### config.mk
export PLATFORM = sky130hd
export DESIGN_NAME = gated_sixteen_bit_timer
export DESIGN_NICKNAME = d
export VERILOG_FILES = /design/src/include/gated_timer_pkg.sv /design/src/design/gated_sixteen_bit_timer.sv
export SDC_FILE = /design/constraint.sdc
export NUM_CORES = 1
export LEC_CHECK = 0
export ABC_AREA = 0
export BUFFER_PORTS_ARGS = -buffer_cell sky130_fd_sc_hd__clkbuf_2
export CAP_MARGIN = 20
export CORE_MARGIN = 5
export CORE_UTILIZATION = 36
export CTS_CLUSTER_SIZE = 40
export DETAILED_ROUTE_END_ITERATION = 12
export GPL_ROUTABILITY_DRIVEN = 0
export PLACE_DENSITY = 0.66
export SLEW_MARGIN = 20
export SYNTH_ARGS = -nofsm -noshare
export SYNTH_HDL_FRONTEND = slang
export SYNTH_SLANG_ARGS = --single-unit
### constraint.sdc
create_clock -name clk -period 7.27 [get_ports clk]
set_clock_uncertainty 0.2 [all_clocks]
set_input_delay 1.454 -clock clk [delete_from_list [all_inputs] [get_ports clk]]
set_output_delay 1.454 -clock clk [all_outputs]
set_load 0.01 [all_outputs]
### src/include/gated_timer_pkg.sv
// package of offsets, field positions, reset values and types for the gated sixteen bit timer
package gated_timer_pkg;

  // ----------------------------------------------------------------
  // register byte addresses (one aligned word each)
  // ----------------------------------------------------------------
  localparam logic [7:0] ADDR_COUNT_LOW = 8'h00;
  localparam logic [7:0] ADDR_COUNT_HIGH = 8'h04;
  localparam logic [7:0] ADDR_TIMER_CONTROL = 8'h08;
  localparam logic [7:0] ADDR_GATE_CONTROL = 8'h0c;
  localparam logic [7:0] ADDR_IRQ_STATUS = 8'h10;
  localparam logic [7:0] ADDR_IRQ_MASK = 8'h14;

  // ----------------------------------------------------------------
  // field positions
  // ----------------------------------------------------------------
  localparam int TC_SOURCE_MSB = 7;  // clock source select, bits 7:6
  localparam int TC_SOURCE_LSB = 6;
  localparam int TC_PRESCALE_MSB = 5;  // prescale select, bits 5:4
  localparam int TC_PRESCALE_LSB = 4;
  localparam int TC_OSC_ENABLE_BIT = 3;  // secondary oscillator enable
  localparam int TC_SYNC_BIT = 2;  // 1 = external clock not resynchronised
  localparam int TC_RUN_BIT = 0;  // run bit
  localparam int GC_ENABLE_BIT = 7;  // gate enable
  localparam int GC_POLARITY_BIT = 6;  // gate polarity
  localparam int GC_LEVEL_BIT = 2;  // gate level, read only
  localparam int IRQ_OVERFLOW_BIT = 0;  // overflow flag

  // ----------------------------------------------------------------
  // reset values
  // ----------------------------------------------------------------
  localparam logic [15:0] COUNT_RESET = 16'h0000;
  localparam logic [7:0] TIMER_CONTROL_RESET = 8'h00;
  localparam logic [7:0] GATE_CONTROL_RESET = 8'h00;
  localparam logic [2:0] PRESCALE_RESET = 3'h0;
  localparam logic [15:0] COUNT_MAX = 16'hffff;

  // ----------------------------------------------------------------
  // timing: instruction clock is the system clock divided by four
  // ----------------------------------------------------------------
  localparam int INSTR_CLOCK_DIVIDE = 4;

  // clock source encoding
  typedef enum logic [1:0] {
    SRC_INSTR = 2'h0,
    SRC_SYSTEM = 2'h1,
    SRC_EXTERNAL = 2'h2,
    SRC_LOW_FREQ = 2'h3
  } clock_source_t;

  // software control fields of the timer
  typedef struct packed {
    clock_source_t source;
    logic [1:0] prescaleSelect;
    logic secondaryOscEnable;
    logic syncSelect;
    logic runBit;
    logic gateEnable;
    logic gatePolarity;
  } timer_ctrl_t;

  // synchronised external levels
  typedef struct packed {
    logic extClock;
    logic lowFreqOsc;
    logic oscInput;
    logic gate;
  } pin_levels_t;

endpackage

### src/design/gated_sixteen_bit_timer.sv
// gated sixteen bit timer with classic wishbone register slave
`timescale 1ns/100ps
module gated_sixteen_bit_timer
  import gated_timer_pkg::*;
#(
  parameter int ADDR_WIDTH = 8  // wishbone byte address width
) (
  input wire logic clk,
  input wire logic reset,
  input wire logic wbCyc,
  input wire logic wbStb,
  input wire logic wbWe,
  input wire logic [ADDR_WIDTH-1:0] wbAdr,
  input wire logic [3:0] wbSel,
  input wire logic [31:0] wbDatI,
  output logic [31:0] wbDatO,
  output logic wbAck,
  input wire logic externalClockPin,
  input wire logic gateInput,
  input wire logic lowFreqInternalOsc,
  input wire logic oscInputPin,
  output logic oscOutputPin,
  output logic oscOutputEnable,
  output logic irq
);

  // ----------------------------------------------------------------
  // elaboration check
  // ----------------------------------------------------------------
  if (ADDR_WIDTH < 5 || ADDR_WIDTH > 8) begin : g_bad_width
    $error("ADDR_WIDTH must lie between 5 and 8");
  end

  // ----------------------------------------------------------------
  // declarations
  // ----------------------------------------------------------------
  logic [15:0] count_reg;  // live count
  logic [15:0] count_next;
  logic [2:0] prescale_reg;  // hidden prescale counter
  logic [2:0] prescale_next;
  logic [1:0] quarter_reg;  // instruction clock divider
  timer_ctrl_t ctrl_reg;  // software control fields
  pin_levels_t meta_reg;  // first synchroniser stage
  pin_levels_t pins_reg;  // second synchroniser stage
  pin_levels_t pinsLast_reg;  // previous synchronised level, for edges
  logic armed_reg;  // falling edge seen since last disarm
  logic runLast_reg;  // run bit one cycle ago
  logic extPending_reg;  // resynchronised pin edge waiting for phase
  logic overflowFlag_reg;  // sticky overflow status
  logic overflowMask_reg;  // interrupt mask
  logic busReq;  // new wishbone access this cycle
  logic busWrite;
  logic [7:0] byteAdr;  // address widened to eight bits
  logic wrCountLow;
  logic wrCountHigh;
  logic extRise;
  logic extFall;
  logic lowRise;
  logic instrTick;
  logic sourceTick;  // one tick of the selected source
  logic prescaleTick;  // one tick after the prescaler
  logic gateOk;
  logic countEnable;
  logic wrapping;
  logic [2:0] divideLast;  // terminal value of the prescaler
  logic [7:0] readByte;
  logic readHit;

  // ----------------------------------------------------------------
  // bus decode
  // ----------------------------------------------------------------
  // every access answers after one cycle; ack gap prevents double take
  assign busReq = wbCyc && wbStb && !wbAck;
  assign busWrite = busReq && wbWe && wbSel[0];
  assign byteAdr = 8'(wbAdr);
  assign wrCountLow = busWrite && (byteAdr == ADDR_COUNT_LOW);
  assign wrCountHigh = busWrite && (byteAdr == ADDR_COUNT_HIGH);

  // ----------------------------------------------------------------
  // pin synchronisers
  // ----------------------------------------------------------------
  // every outside level passes two flops before any logic looks at it
  always_ff @(posedge clk) begin
    if (reset) begin
      meta_reg <= '0;
      pins_reg <= '0;
      pinsLast_reg <= '0;
    end else begin
      meta_reg <= '{extClock: externalClockPin, lowFreqOsc: lowFreqInternalOsc,
                    oscInput: oscInputPin, gate: gateInput};
      pins_reg <= meta_reg;
      pinsLast_reg <= pins_reg;
    end
  end

  // secondary oscillator replaces the pin as external source when enabled
  always_comb begin
    if (ctrl_reg.secondaryOscEnable) begin
      extRise = pins_reg.oscInput && !pinsLast_reg.oscInput;
      extFall = !pins_reg.oscInput && pinsLast_reg.oscInput;
    end else begin
      extRise = pins_reg.extClock && !pinsLast_reg.extClock;
      extFall = !pins_reg.extClock && pinsLast_reg.extClock;
    end
  end
  assign lowRise = pins_reg.lowFreqOsc && !pinsLast_reg.lowFreqOsc;

  // ----------------------------------------------------------------
  // secondary oscillator amplifier
  // ----------------------------------------------------------------
  // inverting drive back to the crystal; free of the run bit so it
  // keeps going whether or not the counter is enabled
  always_ff @(posedge clk) begin
    if (reset) begin
      oscOutputPin <= 1'b0;
      oscOutputEnable <= 1'b0;
    end else begin
      oscOutputEnable <= ctrl_reg.secondaryOscEnable;
      oscOutputPin <= ctrl_reg.secondaryOscEnable && !pins_reg.oscInput;
    end
  end

  // ----------------------------------------------------------------
  // instruction clock divider
  // ----------------------------------------------------------------
  always_ff @(posedge clk) begin
    if (reset) begin
      quarter_reg <= '0;
    end else begin
      quarter_reg <= quarter_reg + 2'h1;
    end
  end
  assign instrTick = (quarter_reg == 2'(INSTR_CLOCK_DIVIDE - 1));

  // ----------------------------------------------------------------
  // falling edge arming for external counting
  // ----------------------------------------------------------------
  // a rise is only counted after a fall; disarmed on enable, disable
  // and count writes so a pin held high never counts spuriously
  always_ff @(posedge clk) begin
    if (reset) begin
      armed_reg <= 1'b0;
      runLast_reg <= 1'b0;
    end else begin
      runLast_reg <= ctrl_reg.runBit;
      if (wrCountLow || wrCountHigh || (ctrl_reg.runBit != runLast_reg)) begin
        armed_reg <= 1'b0;
      end else if (extFall) begin
        armed_reg <= 1'b1;
      end
    end
  end

  // resynchronised mode holds the edge until the instruction phase; an edge
  // in the tick cycle itself is counted directly and must not wait as well
  always_ff @(posedge clk) begin
    if (reset) begin
      extPending_reg <= 1'b0;
    end else if (ctrl_reg.syncSelect || !ctrl_reg.runBit || (ctrl_reg.source != SRC_EXTERNAL)
                 || wrCountLow || wrCountHigh) begin
      extPending_reg <= 1'b0;
    end else if (instrTick) begin
      extPending_reg <= 1'b0;
    end else if (extRise && armed_reg) begin
      extPending_reg <= 1'b1;
    end
  end

  // ----------------------------------------------------------------
  // source selection
  // ----------------------------------------------------------------
  always_comb begin
    unique case (ctrl_reg.source)
      SRC_INSTR: sourceTick = instrTick;
      SRC_SYSTEM: sourceTick = 1'b1;
      SRC_EXTERNAL: begin
        if (ctrl_reg.syncSelect) begin
          sourceTick = extRise && armed_reg;
        end else begin
          sourceTick = instrTick && (extPending_reg || (extRise && armed_reg));
        end
      end
      SRC_LOW_FREQ: sourceTick = lowRise;
    endcase
  end

  // ----------------------------------------------------------------
  // prescaler
  // ----------------------------------------------------------------
  // divide by 2^select: terminal value is 0, 1, 3 or 7
  assign divideLast = 3'((4'h1 << ctrl_reg.prescaleSelect) - 4'h1);
  assign gateOk = !ctrl_reg.gateEnable || (pins_reg.gate == ctrl_reg.gatePolarity);
  assign countEnable = ctrl_reg.runBit && gateOk;
  // at or past the terminal, so a smaller select takes effect at once
  assign prescaleTick = countEnable && sourceTick && (prescale_reg >= divideLast);

  always_comb begin
    prescale_next = prescale_reg;
    if (wrCountLow || wrCountHigh) begin
      prescale_next = PRESCALE_RESET;
    end else if (countEnable && sourceTick) begin
      prescale_next = (prescale_reg >= divideLast) ? PRESCALE_RESET : prescale_reg + 3'h1;
    end
  end

  always_ff @(posedge clk) begin
    if (reset) begin
      prescale_reg <= PRESCALE_RESET;
    end else begin
      prescale_reg <= prescale_next;
    end
  end

  // ----------------------------------------------------------------
  // counter
  // ----------------------------------------------------------------
  // a byte write takes priority over an increment in the same cycle
  assign wrapping = prescaleTick && (count_reg == COUNT_MAX) && !wrCountLow && !wrCountHigh;

  always_comb begin
    count_next = count_reg;
    if (wrCountLow) begin
      count_next[7:0] = wbDatI[7:0];
    end else if (wrCountHigh) begin
      count_next[15:8] = wbDatI[7:0];
    end else if (prescaleTick) begin
      count_next = count_reg + 16'h0001;
    end
  end

  always_ff @(posedge clk) begin
    if (reset) begin
      count_reg <= COUNT_RESET;
    end else begin
      count_reg <= count_next;
    end
  end

  // ----------------------------------------------------------------
  // control registers
  // ----------------------------------------------------------------
  always_ff @(posedge clk) begin
    if (reset) begin
      ctrl_reg <= '{source: clock_source_t'(TIMER_CONTROL_RESET[TC_SOURCE_MSB:TC_SOURCE_LSB]),
                    prescaleSelect: TIMER_CONTROL_RESET[TC_PRESCALE_MSB:TC_PRESCALE_LSB],
                    secondaryOscEnable: TIMER_CONTROL_RESET[TC_OSC_ENABLE_BIT],
                    syncSelect: TIMER_CONTROL_RESET[TC_SYNC_BIT],
                    runBit: TIMER_CONTROL_RESET[TC_RUN_BIT],
                    gateEnable: GATE_CONTROL_RESET[GC_ENABLE_BIT],
                    gatePolarity: GATE_CONTROL_RESET[GC_POLARITY_BIT]};
    end else if (busWrite && byteAdr == ADDR_TIMER_CONTROL) begin
      ctrl_reg.source <= clock_source_t'(wbDatI[TC_SOURCE_MSB:TC_SOURCE_LSB]);
      ctrl_reg.prescaleSelect <= wbDatI[TC_PRESCALE_MSB:TC_PRESCALE_LSB];
      ctrl_reg.secondaryOscEnable <= wbDatI[TC_OSC_ENABLE_BIT];
      ctrl_reg.syncSelect <= wbDatI[TC_SYNC_BIT];
      ctrl_reg.runBit <= wbDatI[TC_RUN_BIT];
    end else if (busWrite && byteAdr == ADDR_GATE_CONTROL) begin
      ctrl_reg.gateEnable <= wbDatI[GC_ENABLE_BIT];
      ctrl_reg.gatePolarity <= wbDatI[GC_POLARITY_BIT];
    end
  end

  // ----------------------------------------------------------------
  // interrupt status and mask
  // ----------------------------------------------------------------
  // a rollover in the clearing cycle wins over the write-one clear
  always_ff @(posedge clk) begin
    if (reset) begin
      overflowFlag_reg <= 1'b0;
    end else if (wrapping) begin
      overflowFlag_reg <= 1'b1;
    end else if (busWrite && byteAdr == ADDR_IRQ_STATUS && wbDatI[IRQ_OVERFLOW_BIT]) begin
      overflowFlag_reg <= 1'b0;
    end
  end

  always_ff @(posedge clk) begin
    if (reset) begin
      overflowMask_reg <= 1'b0;
    end else if (busWrite && byteAdr == ADDR_IRQ_MASK) begin
      overflowMask_reg <= wbDatI[IRQ_OVERFLOW_BIT];
    end
  end

  // registered level, so it lags the flag by one cycle
  always_ff @(posedge clk) begin
    if (reset) begin
      irq <= 1'b0;
    end else begin
      irq <= overflowFlag_reg && overflowMask_reg;
    end
  end

  // ----------------------------------------------------------------
  // read mux
  // ----------------------------------------------------------------
  // the prescaler has no read path; unmapped addresses read zero
  always_comb begin
    readByte = 8'h00;
    readHit = 1'b1;
    unique case (byteAdr)
      ADDR_COUNT_LOW: readByte = count_reg[7:0];
      ADDR_COUNT_HIGH: readByte = count_reg[15:8];
      ADDR_TIMER_CONTROL: begin
        readByte[TC_SOURCE_MSB:TC_SOURCE_LSB] = ctrl_reg.source;
        readByte[TC_PRESCALE_MSB:TC_PRESCALE_LSB] = ctrl_reg.prescaleSelect;
        readByte[TC_OSC_ENABLE_BIT] = ctrl_reg.secondaryOscEnable;
        readByte[TC_SYNC_BIT] = ctrl_reg.syncSelect;
        readByte[TC_RUN_BIT] = ctrl_reg.runBit;
      end
      ADDR_GATE_CONTROL: begin
        readByte[GC_ENABLE_BIT] = ctrl_reg.gateEnable;
        readByte[GC_POLARITY_BIT] = ctrl_reg.gatePolarity;
        readByte[GC_LEVEL_BIT] = pins_reg.gate;
      end
      ADDR_IRQ_STATUS: readByte[IRQ_OVERFLOW_BIT] = overflowFlag_reg;
      ADDR_IRQ_MASK: readByte[IRQ_OVERFLOW_BIT] = overflowMask_reg;
      default: readHit = 1'b0;
    endcase
  end

  // ----------------------------------------------------------------
  // wishbone answer
  // ----------------------------------------------------------------
  // ack for one cycle after every request, mapped or not, so a stray
  // address never hangs the master
  always_ff @(posedge clk) begin
    if (reset) begin
      wbAck <= 1'b0;
      wbDatO <= '0;
    end else begin
      wbAck <= busReq;
      if (busReq) begin
        wbDatO <= readHit ? {24'h000000, readByte} : 32'h00000000;
      end
    end
  end

endmodule  // gated_sixteen_bit_timer

==> impl_metrics.prom <==
# TYPE chip_impl_metric gauge
chip_impl_info{name="status",value="finished, final reports clean"} 1
chip_impl_info{name="cell_type_of_the_slowest_stage_on_the_worst_timing_path",value="sky130_fd_sc_hd__or4_1"} 1
chip_impl_metric{name="vias_per_cell",unit=""} 5.11
chip_impl_metric{name="vdd.ir_drop.worst",unit="mV"} 0.0798
chip_impl_metric{name="nNetsFinal",unit=""} 436
chip_impl_metric{name="finish.instance_area",unit="um^2"} 3420
chip_impl_metric{name="placed_cell_area",unit="um^2"} 3250
chip_impl_info{name="synth-main-ff-cell",value="sky130_fd_sc_hd__dfxtp_1"} 1
chip_impl_info{name="tritoncts",value="yes"} 1
chip_impl_metric{name="wl_per_cell",unit="um"} 14.4
chip_impl_metric{name="timing.reg2reg.setup_slack",unit="ns"} 4.31
chip_impl_metric{name="worstPathMaxFanout",unit=""} 17
chip_impl_info{name="setup.worst_path.start_class",value="primary input"} 1
chip_impl_metric{name="clock-sinks",unit=""} 58
chip_impl_metric{name="cts_resized",unit=""} 0
chip_impl_metric{name="fp.dieH",unit="um"} 102
chip_impl_metric{name="cap_viol_max_count",unit=""} 0
chip_impl_metric{name="achievable-frequency",unit="MHz"} 265
chip_impl_metric{name="cp.arrival",unit="ns"} 3.80
chip_impl_metric{name="detailedRoute.firstPassIterationCount",unit=""} 5
chip_impl_metric{name="synth_enable_flop_cells",unit=""} 0
chip_impl_metric{name="postCtsSetupBuffers",unit=""} 0
chip_impl_info{name="critPathKind",value="in -> reg"} 1
chip_impl_metric{name="clock_tree.buffer_depth",unit=""} 2
chip_impl_metric{name="ant_nets",unit=""} 0
chip_impl_metric{name="total_area_of_multi_input_combinational_cells",unit="um^2"} 1700
chip_impl_metric{name="path_clk_slew",unit="ns"} 0.07
chip_impl_metric{name="cell_count_after_synthesis",unit=""} 344
chip_impl_metric{name="via_count",unit=""} 2490
chip_impl_metric{name="globalRouteTotalUtil",unit="%"} 14.1
chip_impl_metric{name="final.min_clock_period",unit="ns"} 3.77
chip_impl_metric{name="start_util",unit="%"} 37.2
chip_impl_info{name="crit_path_start",value="wbAdr[4]"} 1
chip_impl_info{name="crit_path_end_kind",value="register"} 1
chip_impl_metric{name="cpPeakStageDelay",unit="ns"} 0.86
chip_impl_metric{name="relSlewSlack",unit="%"} 61.8
chip_impl_metric{name="floorplan.die_area",unit="um^2"} 10500
chip_impl_metric{name="hold-path-cell-count",unit=""} 1
chip_impl_metric{name="ys_async_sr_fraction",unit="%"} 0
chip_impl_metric{name="timing.reg2reg.worst_path_depth",unit=""} 9
chip_impl_metric{name="cts_hold_repair.buffers",unit=""} 0
chip_impl_metric{name="via_count_of_the_first_global_routing_pass",unit=""} 2310
chip_impl_metric{name="drc_errors",unit=""} 0
chip_impl_metric{name="num_rows",unit=""} 33
chip_impl_metric{name="area_delta_synth_final",unit="%"} 11.5
chip_impl_metric{name="regArea",unit="um^2"} 1160
chip_impl_metric{name="dr.first_iter.drc_count",unit=""} 137
chip_impl_metric{name="global_route.overflow_total",unit=""} 0
chip_impl_metric{name="layout_worst_path_cycle_share",unit="%"} 51.9
chip_impl_metric{name="antenna_violations_before_repair",unit=""} 0
chip_impl_metric{name="ys_ff_latch",unit=""} 58
chip_impl_metric{name="wl",unit="um"} 7030
chip_impl_metric{name="place_hpwl",unit="um"} 5190
chip_impl_metric{name="finalMaxSlewViolations",unit=""} 0
chip_impl_metric{name="clk-insertion-delay-late",unit="ns"} 0.34
chip_impl_metric{name="timing.final.hold_violations",unit=""} 0
chip_impl_metric{name="cp_num_buf_inv",unit=""} 1
chip_impl_metric{name="timing.critical_path.required",unit="ns"} 7.30
chip_impl_metric{name="power-per-cell-area",unit="nW/um^2"} 184
chip_impl_metric{name="setup-violations-final",unit=""} 0
chip_impl_info{name="critical_path.endpoint",value="count_reg[11]"} 1
chip_impl_metric{name="fin_setup_tns",unit="ns"} 0
chip_impl_metric{name="ys.warnings.count",unit=""} 0
chip_impl_info{name="reg2reg_from",value="ctrl_reg[5]"} 1
chip_impl_metric{name="grt_pass1_wl",unit="um"} 11400
chip_impl_metric{name="diodes",unit=""} 0
chip_impl_metric{name="layout_fillers",unit=""} 824
chip_impl_metric{name="synth_cell_types",unit=""} 55
chip_impl_metric{name="syn-cell-area",unit="um^2"} 3070
chip_impl_info{name="worst_r2r_endpoint",value="count_reg[14]"} 1
chip_impl_metric{name="die_width",unit="um"} 102
chip_impl_info{name="rsz0062_at_grt",value="no"} 1
chip_impl_metric{name="cts_max_level",unit=""} 3
chip_impl_info{name="holdCritPathClass",value="reg -> reg"} 1
chip_impl_metric{name="flip_flop_count_of_the_largest_register_after_layout",unit=""} 16
chip_impl_metric{name="area_fraction_of_the_dominant_cell_type_after_synthesis",unit="%"} 37.8
chip_impl_info{name="crit_chain",value="clkbuf_2 > nor4_4 > nand2_1 > or4_1 > and4_1 > xor2_1 > a22o_1"} 1
chip_impl_metric{name="leakagePower",unit="nW"} 1.32
chip_impl_metric{name="design.core.area",unit="um^2"} 8260
chip_impl_metric{name="placement.io_buffers",unit=""} 37
chip_impl_metric{name="post_route_cells_drive_above_1_share",unit="%"} 18.8
chip_impl_info{name="cp_top_family",value="simple AND/OR/NAND/NOR gates"} 1
chip_impl_metric{name="cts_inserted_buffers",unit=""} 9
chip_impl_metric{name="maximum_number_of_pins_on_one_net_before_global_route_repair",unit=""} 55
chip_impl_metric{name="avgSynthCellArea",unit="um^2"} 8.93
chip_impl_info{name="clock_tree.root_cell",value="sky130_fd_sc_hd__clkbuf_8"} 1
chip_impl_metric{name="final_util",unit="%"} 41.5
chip_impl_info{name="synth_largest_area_cell",value="sky130_fd_sc_hd__dfxtp_1"} 1
chip_impl_metric{name="floorplan.io_pins",unit=""} 89
chip_impl_metric{name="tightest_pin_transition",unit="ns"} 0.573
chip_impl_info{name="synth.top_cells.by_area",value="sky130_fd_sc_hd__dfxtp_1 38%, sky130_fd_sc_hd__mux2i_1 5.9%, sky130_fd_sc_hd__buf_4 5.9%"} 1
chip_impl_metric{name="logic_depth_of_the_worst_path_buffers_included",unit=""} 7
chip_impl_metric{name="portion_of_the_post_synthesis_area_used_by_sequential_elements",unit="%"} 37.8
-- Yosys cell counts (2+ instances only) --
library cell	n
sky130_fd_sc_hd__nor3_1	12
sky130_fd_sc_hd__nor4_1	5
sky130_fd_sc_hd__nor4_4	2
sky130_fd_sc_hd__dfxtp_1	58
sky130_fd_sc_hd__o31ai_1	2
sky130_fd_sc_hd__and3_1	4
sky130_fd_sc_hd__a211oi_1	8
sky130_fd_sc_hd__buf_4	24
sky130_fd_sc_hd__or2_2	2
sky130_fd_sc_hd__clkbuf_1	10
sky130_fd_sc_hd__or4_1	4
sky130_fd_sc_hd__nor3b_1	4
sky130_fd_sc_hd__mux2i_1	18
sky130_fd_sc_hd__o21ai_1	3
sky130_fd_sc_hd__nand2_1	21
sky130_fd_sc_hd__mux4_2	4
sky130_fd_sc_hd__nand3_1	8
sky130_fd_sc_hd__buf_1	3
sky130_fd_sc_hd__ha_1	6
sky130_fd_sc_hd__inv_1	13
sky130_fd_sc_hd__o211ai_1	2
sky130_fd_sc_hd__nor2b_1	18
sky130_fd_sc_hd__a21oi_1	20
sky130_fd_sc_hd__and3b_1	2
sky130_fd_sc_hd__nand4_1	7
sky130_fd_sc_hd__nand2b_1	2
sky130_fd_sc_hd__nor3_2	2
sky130_fd_sc_hd__nor2_1	38
sky130_fd_sc_hd__nor3_4	2
sky130_fd_sc_hd__or3_1	2
sky130_fd_sc_hd__xor2_1	8
sky130_fd_sc_hd__xnor2_1	4
sky130_fd_sc_hd__buf_2	3
sky130_fd_sc_hd__o22ai_1	2
-- area by class of cell --
type / instances / share of cell area [%]
clock inverters: 6 / 1.21
flip-flops and latches: 58 / 33.9
well taps: 105 / 3.84
inverters: 13 / 1.42
repair buffers: 39 / 5.85
clock buffers: 10 / 4.02
multi-input cells: 256 / 49.8
-- per-layer routing --
layer | track usage [%] | routed length [um]
met1 | 18.1 | 3130
met2 | 21.5 | 3140
met3 | 5.46 | 647
met4 | 5.25 | 118
met5 | 0 | 0
-- how the worst min path moves through the flow --
| stage | startpoint | to | slack, ns |
|---|---|---|---|
| 6_report | quarter_reg[0] | quarter_reg[0] | 0.23 |
| 5_1_grt | meta_reg[3] | pins_reg[3] | 0.26 |
| 4_1_cts | quarter_reg[0] | quarter_reg[0] | 0.23 |
| 3_5_place_dp | meta_reg[3] | pins_reg[3] | 0.22 |
| 3_3_place_gp | quarter_reg[0] | quarter_reg[0] | 0.21 |
| 2_1_floorplan | quarter_reg[0] | quarter_reg[0] | 0.20 |
-- where the power goes --
| part | internal [mW] | switching, mW |
|---|---|---|
| combinational | 0.0132 | 0.0279 |
| clock | 0.132 | 0.134 |
| sequential | 0.322 | 0.00149 |
| total | 0.467 | 0.164 |
-- through the flow --
stage | power [mW] | hold WS [ns] | setup slack [ns] | instances
2_1_floorplan | 0.366 | 0.199 | 3.97 | 367
3_3_place_gp | 0.370 | 0.207 | 3.18 | 471
3_5_place_dp | 0.371 | 0.223 | 3.16 | 471
4_1_cts | 0.638 | 0.234 | 3.52 | 487
5_1_grt | 0.660 | 0.258 | 3.36 | 487
6_report | 0.631 | 0.227 | 3.50 | 487
-- worst register-to-register path: stages (launching register included) --
cell and delay (ns):
sky130_fd_sc_hd__dfxtp_1 0.35, sky130_fd_sc_hd__or2_2 0.31, sky130_fd_sc_hd__ha_1 0.27, sky130_fd_sc_hd__nor2b_1 0.04, sky130_fd_sc_hd__o21ai_1 0.28, sky130_fd_sc_hd__nand3_1 0.30, sky130_fd_sc_hd__or4_4 0.65, sky130_fd_sc_hd__nor3_4 0.21
sky130_fd_sc_hd__nor3_1 0.09, sky130_fd_sc_hd__a311oi_2 0.18
-- cells by family (layout without fill, tap and decap cells) --
| logic type | after synthesis | count (layout) | synth area share [%] |
|---|---|---|---|
| fa+ha+maj | 6 | 6 | 2.44 |
| xor+xnor | 12 | 12 | 3.42 |
| compound gates | 50 | 50 | 11.6 |
| simple gates | 142 | 142 | 26.3 |
| other cells | 1 | 24 | 0.122 |
| buf+inv | 53 | 68 | 9.53 |
| flops | 58 | 58 | 37.8 |
| mux | 22 | 22 | 8.80 |
-- layout by cell type (no fill, tap or decap), types with 5 or more instances in the layout --
master and count:
sky130_fd_sc_hd__nor4_1 5, sky130_fd_sc_hd__a21oi_1 20, sky130_fd_sc_hd__nor3_1 12, sky130_fd_sc_hd__nor2b_1 18, sky130_fd_sc_hd__nor2_1 38, sky130_fd_sc_hd__xor2_1 8
sky130_fd_sc_hd__clkbuf_8 10, sky130_fd_sc_hd__ha_1 6, sky130_fd_sc_hd__dfxtp_1 58, sky130_fd_sc_hd__conb_1 24, sky130_fd_sc_hd__nand4_1 7, sky130_fd_sc_hd__nand2_1 21
sky130_fd_sc_hd__inv_1 13, sky130_fd_sc_hd__a211oi_1 8, sky130_fd_sc_hd__mux2i_1 18, sky130_fd_sc_hd__clkbuf_2 37, sky130_fd_sc_hd__nand3_1 8
No activity file was read; power rests on OpenSTA's default activity.
